--- config.mk ---
export PLATFORM = sky130hd
export DESIGN_NAME = comparator_control_regs
export DESIGN_NICKNAME = d
export VERILOG_FILES = /design/src/logic/cmp_regs_pkg.sv /design/src/logic/cmp_link_if.sv /design/src/logic/cmp_edge_sync.sv /design/src/logic/comparator_control_regs.sv
export VERILOG_INCLUDE_DIRS = /design/src /design/src/logic
export SDC_FILE = /design/constraint.sdc
export NUM_CORES = 1
export LEC_CHECK = 0
export BUFFER_PORTS_ARGS = -buffer_cell sky130_fd_sc_hd__buf_4
export CAP_MARGIN = 20
export CELL_PAD_IN_SITES_DETAIL_PLACEMENT = 1
export CELL_PAD_IN_SITES_GLOBAL_PLACEMENT = 1
export CORE_MARGIN = 2
export CORE_UTILIZATION = 36
export CTS_BUF_LIST = sky130_fd_sc_hd__clkbuf_2 sky130_fd_sc_hd__clkbuf_4 sky130_fd_sc_hd__clkbuf_8
export DETAILED_ROUTE_END_ITERATION = 16
export PLACE_DENSITY = 0.82
export RECOVER_POWER = 100
export SLEW_MARGIN = 20
export SYNTH_ARGS = -nofsm -noshare
export SYNTH_HDL_FRONTEND = slang
export SYNTH_SLANG_ARGS = --single-unit
--- constraint.sdc ---
create_clock -name mclk -period 0.94 [get_ports mclk]
set_input_delay 0.141 -clock mclk [delete_from_list [all_inputs] [get_ports mclk]]
set_output_delay 0.141 -clock mclk [all_outputs]
set_load 0.02 [all_outputs]
--- src/logic/cmp_regs_map.svh ---
// Register map of the second comparator's control block: offsets,
// field positions, reset values and widths as macros.
// Assumes an 8-bit special-function-register bus with byte addresses.
`ifndef CMP_REGS_MAP_SVH
`define CMP_REGS_MAP_SVH

`define CMP_CTRL_ADDR 8'h9a
`define CMP_MODE_ADDR 8'h9c
`define CMP_INSEL_ADDR 8'h9f

`define CMP_CTRL_RESET 8'h00
`define CMP_MODE_RESET 8'h02
`define CMP_INSEL_RESET 8'h00

`define CMP_EN_BIT 7
`define CMP_OUT_BIT 6
`define CMP_RISE_BIT 5
`define CMP_FALL_BIT 4
`define CMP_HYP_LSB 2
`define CMP_HYN_LSB 0

`define CMP_NSEL_LSB 4
`define CMP_PSEL_LSB 0

`define CMP_RIE_BIT 5
`define CMP_FIE_BIT 4
`define CMP_MODE_LSB 0

`define CMP_FIELD_W 2
`define CMP_DATA_W 8

`endif

--- src/logic/cmp_regs_pkg.sv ---
// Types shared by the comparator control block and its synchroniser.
// Assumes the map header supplies all numeric positions and resets.
`include "cmp_regs_map.svh"

package cmp_regs_pkg;

  typedef logic [`CMP_DATA_W-1:0] byte_type;

  // Hysteresis amount, same coding on both sides of the threshold
  typedef enum logic [`CMP_FIELD_W-1:0] {
    HYST_OFF = 2'h0,
    HYST_5MV = 2'h1,
    HYST_10MV = 2'h2,
    HYST_20MV = 2'h3
  } hyst_type;

  // Response time against supply current
  typedef enum logic [`CMP_FIELD_W-1:0] {
    RESP_FASTEST = 2'h0,
    RESP_MODE1 = 2'h1,
    RESP_MODE2 = 2'h2,
    RESP_LOWEST_POWER = 2'h3
  } resp_mode_type;

  // Pin choice for either comparator input, one pin per code
  typedef logic [`CMP_FIELD_W-1:0] pin_sel_type;

endpackage : cmp_regs_pkg

--- src/logic/cmp_link_if.sv ---
// Carrier between the register bank and the output synchroniser.
// Assumes both ends run on the same system clock.
`timescale 1ns/1ps

interface cmp_link_if;
  logic rawOut;
  logic enable;
  logic level;
  logic risePulse;
  logic fallPulse;

  modport sync (
    input rawOut,
    input enable,
    output level,
    output risePulse,
    output fallPulse
  );

  modport regs (
    output rawOut,
    output enable,
    input level,
    input risePulse,
    input fallPulse
  );
endinterface : cmp_link_if

--- src/logic/cmp_edge_sync.sv ---
// Brings the analog comparator output onto the system clock and
// turns its transitions into one-cycle edge pulses.
// Assumes the raw output is fully asynchronous to mclk.
`timescale 1ns/1ps

module cmp_edge_sync (
  input wire logic mclk, // System clock
  input wire logic nrst, // Asynchronous reset, active low
  cmp_link_if.sync link // Raw level in, clean level and edges out
);
  import cmp_regs_pkg::*;

  logic [2:0] syncReg;
  logic stableReg;
  logic levelReg;
  logic riseReg;
  logic fallReg;
  logic effLevel;

  ////////////////////////////////////////////////////////////////////
  // Three-stage synchroniser; stage 0 feeds only stage 1
  always_ff @(posedge mclk or negedge nrst) begin
    if (!nrst) begin
      syncReg <= 3'h0;
    end else begin
      syncReg <= {syncReg[1:0], link.rawOut};
    end
  end

  // Accept a new level only once stages 1 and 2 agree
  always_ff @(posedge mclk or negedge nrst) begin
    if (!nrst) begin
      stableReg <= 1'b0;
    end else if (syncReg[1] == syncReg[2]) begin
      stableReg <= syncReg[2];
    end
  end

  ////////////////////////////////////////////////////////////////////
  // Disabled comparator reads as low
  assign effLevel = link.enable & stableReg;

  always_ff @(posedge mclk or negedge nrst) begin
    if (!nrst) begin
      levelReg <= 1'b0;
      riseReg <= 1'b0;
      fallReg <= 1'b0;
    end else begin
      levelReg <= effLevel;
      riseReg <= effLevel & ~levelReg;
      fallReg <= ~effLevel & levelReg;
    end
  end

  assign link.level = levelReg;
  assign link.risePulse = riseReg;
  assign link.fallPulse = fallReg;

  ////////////////////////////////////////////////////////////////////
  // Pulse and new level land together; level may move again at once
  rise_once_a: assert property (@(posedge mclk) disable iff (!nrst)
    riseReg |-> levelReg ##1 !riseReg)
    else $error("rise pulse longer than one cycle");

  fall_once_a: assert property (@(posedge mclk) disable iff (!nrst)
    fallReg |-> !levelReg ##1 !fallReg)
    else $error("fall pulse longer than one cycle");

endmodule : cmp_edge_sync

--- src/logic/comparator_control_regs.sv ---
// Control and status register bank for the second voltage comparator.
// Assumes a single-cycle SFR bus on mclk and an analog comparator
// whose raw output arrives asynchronously on cmpRawOut.
//
// Notes on behaviour
// - Control bit 7 switches comparator on/off.
// - Read-only bit 6 shows comparator output.
// - Bit 5 flags a rising output edge.
// - Bit 4 flags a falling output edge.
// - Bits 3-2 set positive hysteresis amount.
// - Bits 1-0 set negative hysteresis amount.
// - Input select bits 5-4 pick inverting pin.
// - Input select bits 1-0 pick non-inverting pin.
// - Unused input select bits read zero.
// - Mode bit 5 gates rising-edge interrupt.
// - Mode bit 4 gates falling-edge interrupt.
// - Mode bits 1-0 choose response time.
// - Edge flags hold until software writes 0.
// - Disabled comparator output drives low.
`timescale 1ns/1ps
`include "cmp_regs_map.svh"

module comparator_control_regs (
  input wire logic mclk, // System clock, 10 MHz
  input wire logic nrst, // Asynchronous reset, active low
  input wire logic [7:0] sfrAddr, // SFR byte address
  input wire cmp_regs_pkg::byte_type sfrWrData, // Write data
  input wire logic sfrWr, // Write strobe, one cycle
  input wire logic sfrRd, // Read strobe, one cycle
  output cmp_regs_pkg::byte_type sfrRdData, // Read data, next cycle
  input wire logic cmpRawOut, // Analog comparator output, async
  output logic cmpEnable, // Comparator power on
  output cmp_regs_pkg::hyst_type cmpPosHysteresis, // Positive hysteresis
  output cmp_regs_pkg::hyst_type cmpNegHysteresis, // Negative hysteresis
  output cmp_regs_pkg::pin_sel_type cmpNegInputSel, // Inverting pin
  output cmp_regs_pkg::pin_sel_type cmpPosInputSel, // Non-inverting pin
  output cmp_regs_pkg::resp_mode_type cmpResponseMode, // Response time
  output logic cmpIrq, // Interrupt request, level
  output logic cmpPinOut // Synchronous output for port routing
);
  import cmp_regs_pkg::*;

  ////////////////////////////////////////////////////////////////////
  // Address decode shared by the write and read paths
  function automatic logic hitReg(input logic [7:0] addr,
                                  input logic [7:0] offset);
    hitReg = (addr == offset);
  endfunction : hitReg

  cmp_link_if link ();

  logic enable_reg;
  logic riseFlag_reg;
  logic fallFlag_reg;
  hyst_type posHyst_reg;
  hyst_type negHyst_reg;
  pin_sel_type negSel_reg;
  pin_sel_type posSel_reg;
  logic riseIe_reg;
  logic fallIe_reg;
  resp_mode_type respMode_reg;
  logic irq_reg;
  logic pinOut_reg;
  byte_type rdData_reg;
  byte_type rdData_next;
  logic riseFlag_next;
  logic fallFlag_next;
  logic wrCtrl;
  logic wrMode;
  logic wrInSel;

  assign wrCtrl = sfrWr & hitReg(sfrAddr, `CMP_CTRL_ADDR);
  assign wrMode = sfrWr & hitReg(sfrAddr, `CMP_MODE_ADDR);
  assign wrInSel = sfrWr & hitReg(sfrAddr, `CMP_INSEL_ADDR);

  ////////////////////////////////////////////////////////////////////
  // Synchroniser and edge detector
  assign link.rawOut = cmpRawOut;
  assign link.enable = enable_reg;

  cmp_edge_sync edgeSync (
    .mclk(mclk),
    .nrst(nrst),
    .link(link)
  );

  ////////////////////////////////////////////////////////////////////
  // Control register: enable and hysteresis
  always_ff @(posedge mclk or negedge nrst) begin
    if (!nrst) begin
      enable_reg <= 1'(`CMP_CTRL_RESET >> `CMP_EN_BIT);
      posHyst_reg <= HYST_OFF;
      negHyst_reg <= HYST_OFF;
    end else if (wrCtrl) begin
      enable_reg <= sfrWrData[`CMP_EN_BIT];
      posHyst_reg <= hyst_type'(sfrWrData[`CMP_HYP_LSB +: 2]);
      negHyst_reg <= hyst_type'(sfrWrData[`CMP_HYN_LSB +: 2]);
    end
  end

  ////////////////////////////////////////////////////////////////////
  // Sticky edge flags; a new edge wins over a clearing write
  always_comb begin
    riseFlag_next = riseFlag_reg;
    fallFlag_next = fallFlag_reg;
    if (wrCtrl) begin
      riseFlag_next = sfrWrData[`CMP_RISE_BIT];
      fallFlag_next = sfrWrData[`CMP_FALL_BIT];
    end
    if (link.risePulse) begin
      riseFlag_next = 1'b1;
    end
    if (link.fallPulse) begin
      fallFlag_next = 1'b1;
    end
  end

  always_ff @(posedge mclk or negedge nrst) begin
    if (!nrst) begin
      riseFlag_reg <= 1'b0;
      fallFlag_reg <= 1'b0;
    end else begin
      riseFlag_reg <= riseFlag_next;
      fallFlag_reg <= fallFlag_next;
    end
  end

  ////////////////////////////////////////////////////////////////////
  // Input select register; unused pairs are not stored at all
  always_ff @(posedge mclk or negedge nrst) begin
    if (!nrst) begin
      negSel_reg <= 2'h0;
      posSel_reg <= 2'h0;
    end else if (wrInSel) begin
      negSel_reg <= sfrWrData[`CMP_NSEL_LSB +: 2];
      posSel_reg <= sfrWrData[`CMP_PSEL_LSB +: 2];
    end
  end

  ////////////////////////////////////////////////////////////////////
  // Mode register: edge interrupt enables and response time
  always_ff @(posedge mclk or negedge nrst) begin
    if (!nrst) begin
      riseIe_reg <= 1'b0;
      fallIe_reg <= 1'b0;
      respMode_reg <= resp_mode_type'(2'(`CMP_MODE_RESET >> `CMP_MODE_LSB));
    end else if (wrMode) begin
      riseIe_reg <= sfrWrData[`CMP_RIE_BIT];
      fallIe_reg <= sfrWrData[`CMP_FIE_BIT];
      respMode_reg <= resp_mode_type'(sfrWrData[`CMP_MODE_LSB +: 2]);
    end
  end

  ////////////////////////////////////////////////////////////////////
  // Interrupt request, one cycle behind the flags
  always_ff @(posedge mclk or negedge nrst) begin
    if (!nrst) begin
      irq_reg <= 1'b0;
    end else begin
      irq_reg <= (riseFlag_reg & riseIe_reg) | (fallFlag_reg & fallIe_reg);
    end
  end

  // Routed output; gated by enable_reg too, as the synchroniser's level only drops one cycle after enable does
  always_ff @(posedge mclk or negedge nrst) begin
    if (!nrst) begin
      pinOut_reg <= 1'b0;
    end else begin
      pinOut_reg <= link.level & enable_reg;
    end
  end

  ////////////////////////////////////////////////////////////////////
  // Read path; idle and unmapped reads return zero so the SFR
  // read bus can be OR-combined with other blocks
  always_comb begin
    rdData_next = 8'h00;
    if (sfrRd) begin
      if (hitReg(sfrAddr, `CMP_CTRL_ADDR)) begin
        rdData_next[`CMP_EN_BIT] = enable_reg;
        rdData_next[`CMP_OUT_BIT] = link.level;
        rdData_next[`CMP_RISE_BIT] = riseFlag_reg;
        rdData_next[`CMP_FALL_BIT] = fallFlag_reg;
        rdData_next[`CMP_HYP_LSB +: 2] = posHyst_reg;
        rdData_next[`CMP_HYN_LSB +: 2] = negHyst_reg;
      end else if (hitReg(sfrAddr, `CMP_INSEL_ADDR)) begin
        rdData_next[`CMP_NSEL_LSB +: 2] = negSel_reg;
        rdData_next[`CMP_PSEL_LSB +: 2] = posSel_reg;
      end else if (hitReg(sfrAddr, `CMP_MODE_ADDR)) begin
        rdData_next[`CMP_RIE_BIT] = riseIe_reg;
        rdData_next[`CMP_FIE_BIT] = fallIe_reg;
        rdData_next[`CMP_MODE_LSB +: 2] = respMode_reg;
      end
    end
  end

  always_ff @(posedge mclk or negedge nrst) begin
    if (!nrst) begin
      rdData_reg <= 8'h00;
    end else begin
      rdData_reg <= rdData_next;
    end
  end

  ////////////////////////////////////////////////////////////////////
  assign sfrRdData = rdData_reg;
  assign cmpEnable = enable_reg;
  assign cmpPosHysteresis = posHyst_reg;
  assign cmpNegHysteresis = negHyst_reg;
  assign cmpNegInputSel = negSel_reg;
  assign cmpPosInputSel = posSel_reg;
  assign cmpResponseMode = respMode_reg;
  assign cmpIrq = irq_reg;
  assign cmpPinOut = pinOut_reg;

  ////////////////////////////////////////////////////////////////////
  // Checks
  enable_write_a: assert property (@(posedge mclk) disable iff (!nrst)
    wrCtrl |=> cmpEnable == $past(sfrWrData[7]))
    else $error("enable does not follow control write");

  out_state_a: assert property (@(posedge mclk) disable iff (!nrst)
    sfrRd && sfrAddr == `CMP_CTRL_ADDR |=> sfrRdData[6] == $past(link.level))
    else $error("output state bit wrong on read");

  rise_flag_a: assert property (@(posedge mclk) disable iff (!nrst)
    link.risePulse |=> riseFlag_reg)
    else $error("rising edge not flagged");

  fall_flag_a: assert property (@(posedge mclk) disable iff (!nrst)
    link.fallPulse |=> fallFlag_reg)
    else $error("falling edge not flagged");

  pos_hyst_a: assert property (@(posedge mclk) disable iff (!nrst)
    wrCtrl |=> cmpPosHysteresis == $past(sfrWrData[3:2]))
    else $error("positive hysteresis not written");

  neg_hyst_a: assert property (@(posedge mclk) disable iff (!nrst)
    wrCtrl |=> cmpNegHysteresis == $past(sfrWrData[1:0]))
    else $error("negative hysteresis not written");

  neg_sel_a: assert property (@(posedge mclk) disable iff (!nrst)
    wrInSel |=> cmpNegInputSel == $past(sfrWrData[5:4]))
    else $error("inverting select not written");

  pos_sel_a: assert property (@(posedge mclk) disable iff (!nrst)
    wrInSel |=> cmpPosInputSel == $past(sfrWrData[1:0]))
    else $error("non-inverting select not written");

  unused_zero_a: assert property (@(posedge mclk) disable iff (!nrst)
    sfrRd && sfrAddr == `CMP_INSEL_ADDR |=> sfrRdData[7:6] == 2'h0 && sfrRdData[3:2] == 2'h0)
    else $error("unused select bits not zero");

  rise_irq_a: assert property (@(posedge mclk) disable iff (!nrst)
    riseFlag_reg && riseIe_reg |=> cmpIrq)
    else $error("enabled rising flag gives no interrupt");

  fall_irq_a: assert property (@(posedge mclk) disable iff (!nrst)
    fallFlag_reg && fallIe_reg |=> cmpIrq)
    else $error("enabled falling flag gives no interrupt");

  resp_mode_a: assert property (@(posedge mclk) disable iff (!nrst)
    wrMode |=> cmpResponseMode == $past(sfrWrData[1:0]))
    else $error("response mode not written");

  flag_hold_a: assert property (@(posedge mclk) disable iff (!nrst)
    riseFlag_reg && !(wrCtrl && !sfrWrData[5]) |=> riseFlag_reg)
    else $error("rising flag lost without clear");

  off_low_a: assert property (@(posedge mclk) disable iff (!nrst)
    !cmpEnable |=> !cmpPinOut)
    else $error("routed output high while disabled");

  irq_cause_a: assert property (@(posedge mclk) disable iff (!nrst)
    !(riseFlag_reg && riseIe_reg) && !(fallFlag_reg && fallIe_reg) |=> !cmpIrq)
    else $error("interrupt without enabled flag");

  fall_hold_a: assert property (@(posedge mclk) disable iff (!nrst)
    fallFlag_reg && !(wrCtrl && !sfrWrData[`CMP_FALL_BIT]) |=> fallFlag_reg)
    else $error("falling flag lost without clear");

  rise_clear_a: assert property (@(posedge mclk) disable iff (!nrst)
    wrCtrl && !sfrWrData[`CMP_RISE_BIT] && !link.risePulse |=> !riseFlag_reg)
    else $error("rising flag not cleared by write");

  fall_clear_a: assert property (@(posedge mclk) disable iff (!nrst)
    wrCtrl && !sfrWrData[`CMP_FALL_BIT] && !link.fallPulse |=> !fallFlag_reg)
    else $error("falling flag not cleared by write");

  rd_idle_zero_a: assert property (@(posedge mclk) disable iff (!nrst)
    !sfrRd |=> sfrRdData == 8'h00)
    else $error("read data not zero outside a read");

  mode_unused_a: assert property (@(posedge mclk) disable iff (!nrst)
    sfrRd && sfrAddr == `CMP_MODE_ADDR |=> sfrRdData[7:6] == 2'h0 && sfrRdData[3:2] == 2'h0)
    else $error("unused mode bits not zero");

  pin_follow_a: assert property (@(posedge mclk) disable iff (!nrst)
    cmpEnable |=> cmpPinOut == $past(link.level))
    else $error("routed output does not follow level");

  off_no_rise_a: assert property (@(posedge mclk) disable iff (!nrst)
    !cmpEnable |=> !link.risePulse)
    else $error("rising edge seen while disabled");

endmodule : comparator_control_regs

* Word level (Yosys, flattened, before mapping)
Index checks and enable logic that the tools add are counted.
** Word-level totals
- Flip-flop bits (word level) :: 32
- Word-level logic and storage cells :: 49
- Bits of input ports :: 21
- Output and inout port bits :: 21
** Operators by class
- Multiplexer cells :: 13
- Reduce and logical (&&, ||, !) cells :: 2
- Bitwise operators :: 12
- Equal/unequal tests :: 4
** Operators with widths (number)
- $eq 8x8->1 const B :: 3
- $mux 2 :: 8
- $and 1x1->1 :: 9
- $mux 8 :: 1
- $mux 1 :: 4
- $reduce_bool 2->1 :: 2
- $not 1->1 :: 2
- $eq 1x1->1 :: 1
- $or 1x1->1 :: 1

* Longest topological paths before layout
- Depth in word-level cells :: 5
- Mapped depth :: 4
- Gate-level depth less buffers :: 3

* Cells and area by module
A second synthesis with hierarchy kept.
** Unflattened totals
- Cell total of the unflattened synthesis :: 94
- Area, all modules :: 1277.5 µm²
** By module, submodules not included
- comparator_control_regs :: cells an instance 83, seq. area each 626.9 µm², times used 1, area an instance 1066.0 µm²
- cmp_edge_sync :: cells an instance 11, seq. area each 175.2 µm², times used 1, area an instance 211.5 µm²

* Least setup slack after synthesis
Ideal clock, no wire load.
- Path kind :: input port to flip-flop
- Start point :: in sfrAddr[2]
- End point :: reg enable_reg (netlist: cmpEnable)
- Buffers on the path :: 1
- Arrival :: 1.051 ns
- Stages :: 4
- Library setup time :: 0.127 ns
- Path slack :: -0.239 ns
- Data required time :: 0.813 ns
- Cells stage by stage :: nor3b_4 -> and3_1 -> buf_4 -> mux2_1
** Between the ends
- Word-level cells in the longest chain between the ends :: 2
** Ends and longest elaborated chain
- from (decl) :: RTL line comparator_control_regs.sv:26 : input wire logic [7:0] sfrAddr,
- $eq 8x8->1 :: RTL line comparator_control_regs.sv:47 : hitReg = (addr == offset);
- $and 1x1->1 :: RTL line comparator_control_regs.sv:72 : assign wrCtrl = sfrWr & hitReg(sfrAddr, `CMP_CTRL_ADDR);
- to (signal assigned) :: RTL line comparator_control_regs.sv:91 : enable_reg <= 1'(`CMP_CTRL_RESET >> `CMP_EN_BIT);
- to (signal assigned) :: RTL line comparator_control_regs.sv:95 : enable_reg <= sfrWrData[`CMP_EN_BIT];
- to (decl) :: RTL line comparator_control_regs.sv:52 : logic enable_reg;
No other way between the ends.
A chain may end at the register's enable or synchronous reset.

* Final worst setup path
- Start point :: reg respMode_reg[1] (netlist: cmpResponseMode[1])
- End point :: out cmpResponseMode[1]
** RTL lines
- from (decl) :: RTL line comparator_control_regs.sv:61 : resp_mode_type respMode_reg;
- from (signal assigned) :: RTL line comparator_control_regs.sv:146 : respMode_reg <= resp_mode_type'(2'(`CMP_MODE_RESET >> `CMP_MODE_LSB));
- from (signal assigned) :: RTL line comparator_control_regs.sv:150 : respMode_reg <= resp_mode_type'(sfrWrData[`CMP_MODE_LSB +: 2]);
- to (decl) :: RTL line comparator_control_regs.sv:37 : output cmp_regs_pkg::resp_mode_type cmpResponseMode,
No word-level cell between the ends.

==> results by group <==
Route
  • First-pass DRT Iterations: 4
  • # DRC: 0
  • 1st-iter DRT viols: 19
  • DR vias: 1027
  • Detail Route Antenna Nets: 0
  • Total wire length: ~3.8 mm
  • Routed wire per std cell: 18.7 um
  • Via density: roughly 5

Power
  • Fraction of power consumed by combinational cells: about an eighth
  • Leakage power total: 0.989 nW
  • Sw Share: about a quarter
  • Clock power frac: a little under two fifths
  • Peak VDD IR: 0.975 mV
  • Power per standard cell area: 1470 nW/um2
  • Int Power: around 2.2 mW
  • Reg power frac: between 50% and 60%
  • Switching power: around 720 uW

Layout
  • Utilization after layout: around three fifths
  • ANT cells: 0
  • Largest register FFs: 8
  • Nets: ~180
  • Share of cells above drive strength 1: 56.0%
  • Area grow syn2layout: 56.3%

CTS
  • Clock Path Buffers: 2
  • CTS buffer count: 5
  • Clock Pin Slew Worst Setup and Hold Paths: ~0.11 ns
  • H-tree levels: 2
  • CTS tree: done
  • Clk_lat worst skew: between 0.3 and 0.4 ns
  • Clk sinks: 32
  • Clk root buf: clkbuf_4

Setup path
  • Crit start category: flop
  • Worst r2r path cells: 3
  • R2r setup slk: -0.08 ns
  • Critical path class: flop to output pin
  • Worst EP arrival: ~1.0 ns
  • R2r startpoint: cmpResponseMode[1]
  • Reg-to-reg endpoint: sfrRdData[1]
  • Critical path, cell by cell: buf_6
  • Crit end category: output pin
  • Req. time, crit path: 0.80 ns
  • Largest fanout on the critical path: 3
  • CP max stage delay: ~0.57 ns
  • Worst path bufs/invs: 1
  • Slowest stage cell on the critical path: dfstp_2
  • Delay-heaviest family, CP: flip-flops

Logic synthesis
  • Synthesized instance count: 97
  • Yosys warning count: 0
  • Top cells by area, synth: dfrtp_1 61%, mux2_2 7.1%, and3_1 4.9%
  • Synth Area per Inst: between 10 and 15 um2
  • Synth cell types: 22
  • Synth top area share: 60.9%
  • Synth area leader: dfrtp_1
  • Net Count, Synth: approximately 120
  • Number of synthesized register bits: 32
  • Post-synthesis sequential area ratio: between 60 and 70%
  • Synth Cell Area: ~1300 um2

Global route
  • Most Crowded Layer GR: met2
  • Initial antenna violation count: 0
  • Vias in the first global route: between 1000 and 1500
  • Grt met1 use: between 20% and 30%
  • GRT overflow: 0
  • Met3 global-route usage: a little over 6%
  • Largest net degree at the start of global routing: 33
  • Met2 Track Usage GR: between 30% and 40%
  • Global-route usage over all layers: between 20% and 30%
  • First-pass GRT wire length: 6.18 mm

Timing
  • Worst slew pin tran: between 0.4 and 0.5 ns
  • Worst relative slew slack: ~71%
  • Hold Vio Cnt, Final: 0
  • RSZ-0062 raised after global routing: yes
  • Clock Skew: approximately 0.0086 ns
  • Slew Viols, Final: 0
  • Setup Viol. Count Final: 26
  • Final period utilization: 125%
  • Hold slack final: ~0.022 ns
  • Final setup margin: -0.237 ns
  • Max Freq: ~850 MHz
  • Min cycle time layout: 1.18 ns

Die
  • Die width: ~63 um
  • Placeable Area: 3360 um2
  • Initial Utilization: a little under two fifths
  • I/O pin count: between 40 and 50
  • Die extent in y: 63.5 um
  • Die Area: ~4000 um2
  • FP Rows: 21

Job
  • Max-Cap Viols: 0

Run status
  • Outcome: finished with violations
  • Failing checks: setup timing

Hold path
  • Hold path depth: 2
  • Min-delay worst type: input port to flop
  • WHS Endpoint: cmpEnable
  • HP Start: sfrWrData[7]

Place
  • Hpwl dp: 2.51 mm
  • GPL Wtd Cong: about 0.77
  • Port bufs: 40
==> layout by cell type, fill, tap and decap left out <==
| cell type | Yosys | final |
|---|---|---|
| a21oi_1 | 4 | 3 |
| a21oi_2 | 0 | 1 |
| a22o_1 | 1 | 1 |
| and2_1 | 4 | 4 |
| and3_1 | 10 | 7 |
| and3_4 | 0 | 3 |
| and3b_1 | 2 | 2 |
| and4bb_1 | 0 | 1 |
| buf_4 | 1 | 23 |
| buf_6 | 0 | 22 |
| bufinv_16 | 0 | 1 |
| clkbuf_1 | 0 | 1 |
| clkbuf_2 | 0 | 1 |
| clkbuf_4 | 0 | 12 |
| clkinv_2 | 0 | 1 |
| dfrtp_1 | 31 | 28 |
| dfrtp_2 | 0 | 3 |
| dfstp_2 | 1 | 1 |
| dlygate4sd3_1 | 0 | 4 |
| inv_1 | 1 | 1 |
| maj3_1 | 1 | 1 |
| mux2_2 | 8 | 7 |
| mux2_4 | 0 | 6 |
| mux2i_1 | 2 | 2 |
| nand2_1 | 5 | 5 |
| nand3_1 | 1 | 1 |
| nand4_1 | 2 | 2 |
| nor2_1 | 6 | 6 |
| nor3b_2 | 0 | 3 |
| nor3b_4 | 1 | 2 |
| o21ai_1 | 0 | 1 |
| o21ai_2 | 0 | 3 |
==> repair_timing <==
action | in CTS | in global routing
buffers inserted | 4 | 1
hold endpoints to repair | 32 | 2
endpoints found under the setup margin | 26 | 31
resized for setup | 28 | 7
hold buffers | 2 | 2
pin swaps | 6 | 3
==> cell families (layout without fill, tap and decap cells) <==
| kind of cell | Yosys count | count (layout) | synth area share, % |
|---|---|---|---|
| mux | 15 | 15 | 13.1 |
| flops | 32 | 32 | 63.0 |
| fa+ha+maj | 1 | 1 | 0.786 |
| buf+inv | 4 | 66 | 1.67 |
| simple gates | 36 | 36 | 17.7 |
| compound gates | 9 | 9 | 3.83 |
==> power groups by stage <==
stage                     clock network [mW]  logic [mW]  registers, mW
final                                   1.10       0.361           1.47
after floorplan                            0      0.0827           1.51
after detailed placement                   0       0.303           1.49
after global routing                    1.20       0.387           1.48
after CTS                               1.10       0.348           1.47
after global placement                     0       0.287           1.49
==> layout make-up <==
type / count / area, um2
Clock inverter: 2 / 35.0
Fill cell: 368 / 1370
Tap cell: 46 / 57.6
Inverter: 1 / 3.75
Timing Repair Buffer: 57 / 514
Multi-Input combinational cell: 61 / 529
Clock buffer: 6 / 45.0
Sequential cell: 32 / 806
==> per-layer routing <==
layer  share of wire [%]  vias up  wire [um]
met1                  40      536       1520
met2                  55       23       2110
met5                   0        -          0
met3                 2.9        6        112
met4                 2.4        0         91
li1                    -      462          -
==> worst reg2reg max path, stage by stage, from the launching register on <==
cell and delay (ns):
dfstp_2 0.57, nor3b_2 0.16, o21ai_1 0.08, a21oi_1 0.14
==> synth_stat cells (all sizes together) <==
| cell type | count |
|---|---|
| a21oi | 4 |
| a22o | 1 |
| and2 | 4 |
| and3 | 10 |
| and3b | 2 |
| and4bb | 1 |
| buf | 3 |
| dfrtp | 31 |
| dfstp | 1 |
| inv | 1 |
| maj3 | 1 |
| mux2 | 13 |
| mux2i | 2 |
| nand2 | 5 |
| nand3 | 1 |
| nand4 | 2 |
| nor2 | 6 |
| nor3b | 5 |
| o21ai | 4 |
==> worst max path at each step <==
| stage | to | cells after the start | slack (ns) | start |
|---|---|---|---|---|
| 2_1_floorplan | cmpEnable | 4 | -0.23 | sfrAddr[0] |
| 3_3_place_gp | cmpNegHysteresis[0] | 5 | -0.32 | sfrAddr[0] |
| 3_5_place_dp | cmpNegInputSel[0] | 4 | -0.35 | sfrAddr[6] |
| 4_1_cts | cmpResponseMode[1] | 1 | -0.25 | cmpResponseMode[1] |
| 5_1_grt | cmpResponseMode[1] | 1 | -0.30 | cmpResponseMode[1] |
| 6_report | cmpResponseMode[1] | 1 | -0.24 | cmpResponseMode[1] |
==> per-stage QoR <==
stage                     setup TNS [ns]  cells  worst slack, ns  area (um2)  power (mW)
final                              -2.28    205           -0.237        1990        2.93
after global routing               -3.56    205           -0.302        1990        3.06
after CTS                          -2.34    202           -0.253        1950        2.92
after detailed placement           -6.25    188           -0.347        1710        1.79
after global placement             -5.38    188           -0.321        1710        1.77
after floorplan                    -2.03     97           -0.229        1310        1.60
Note: power is estimated with default switching activity, not from simulation.
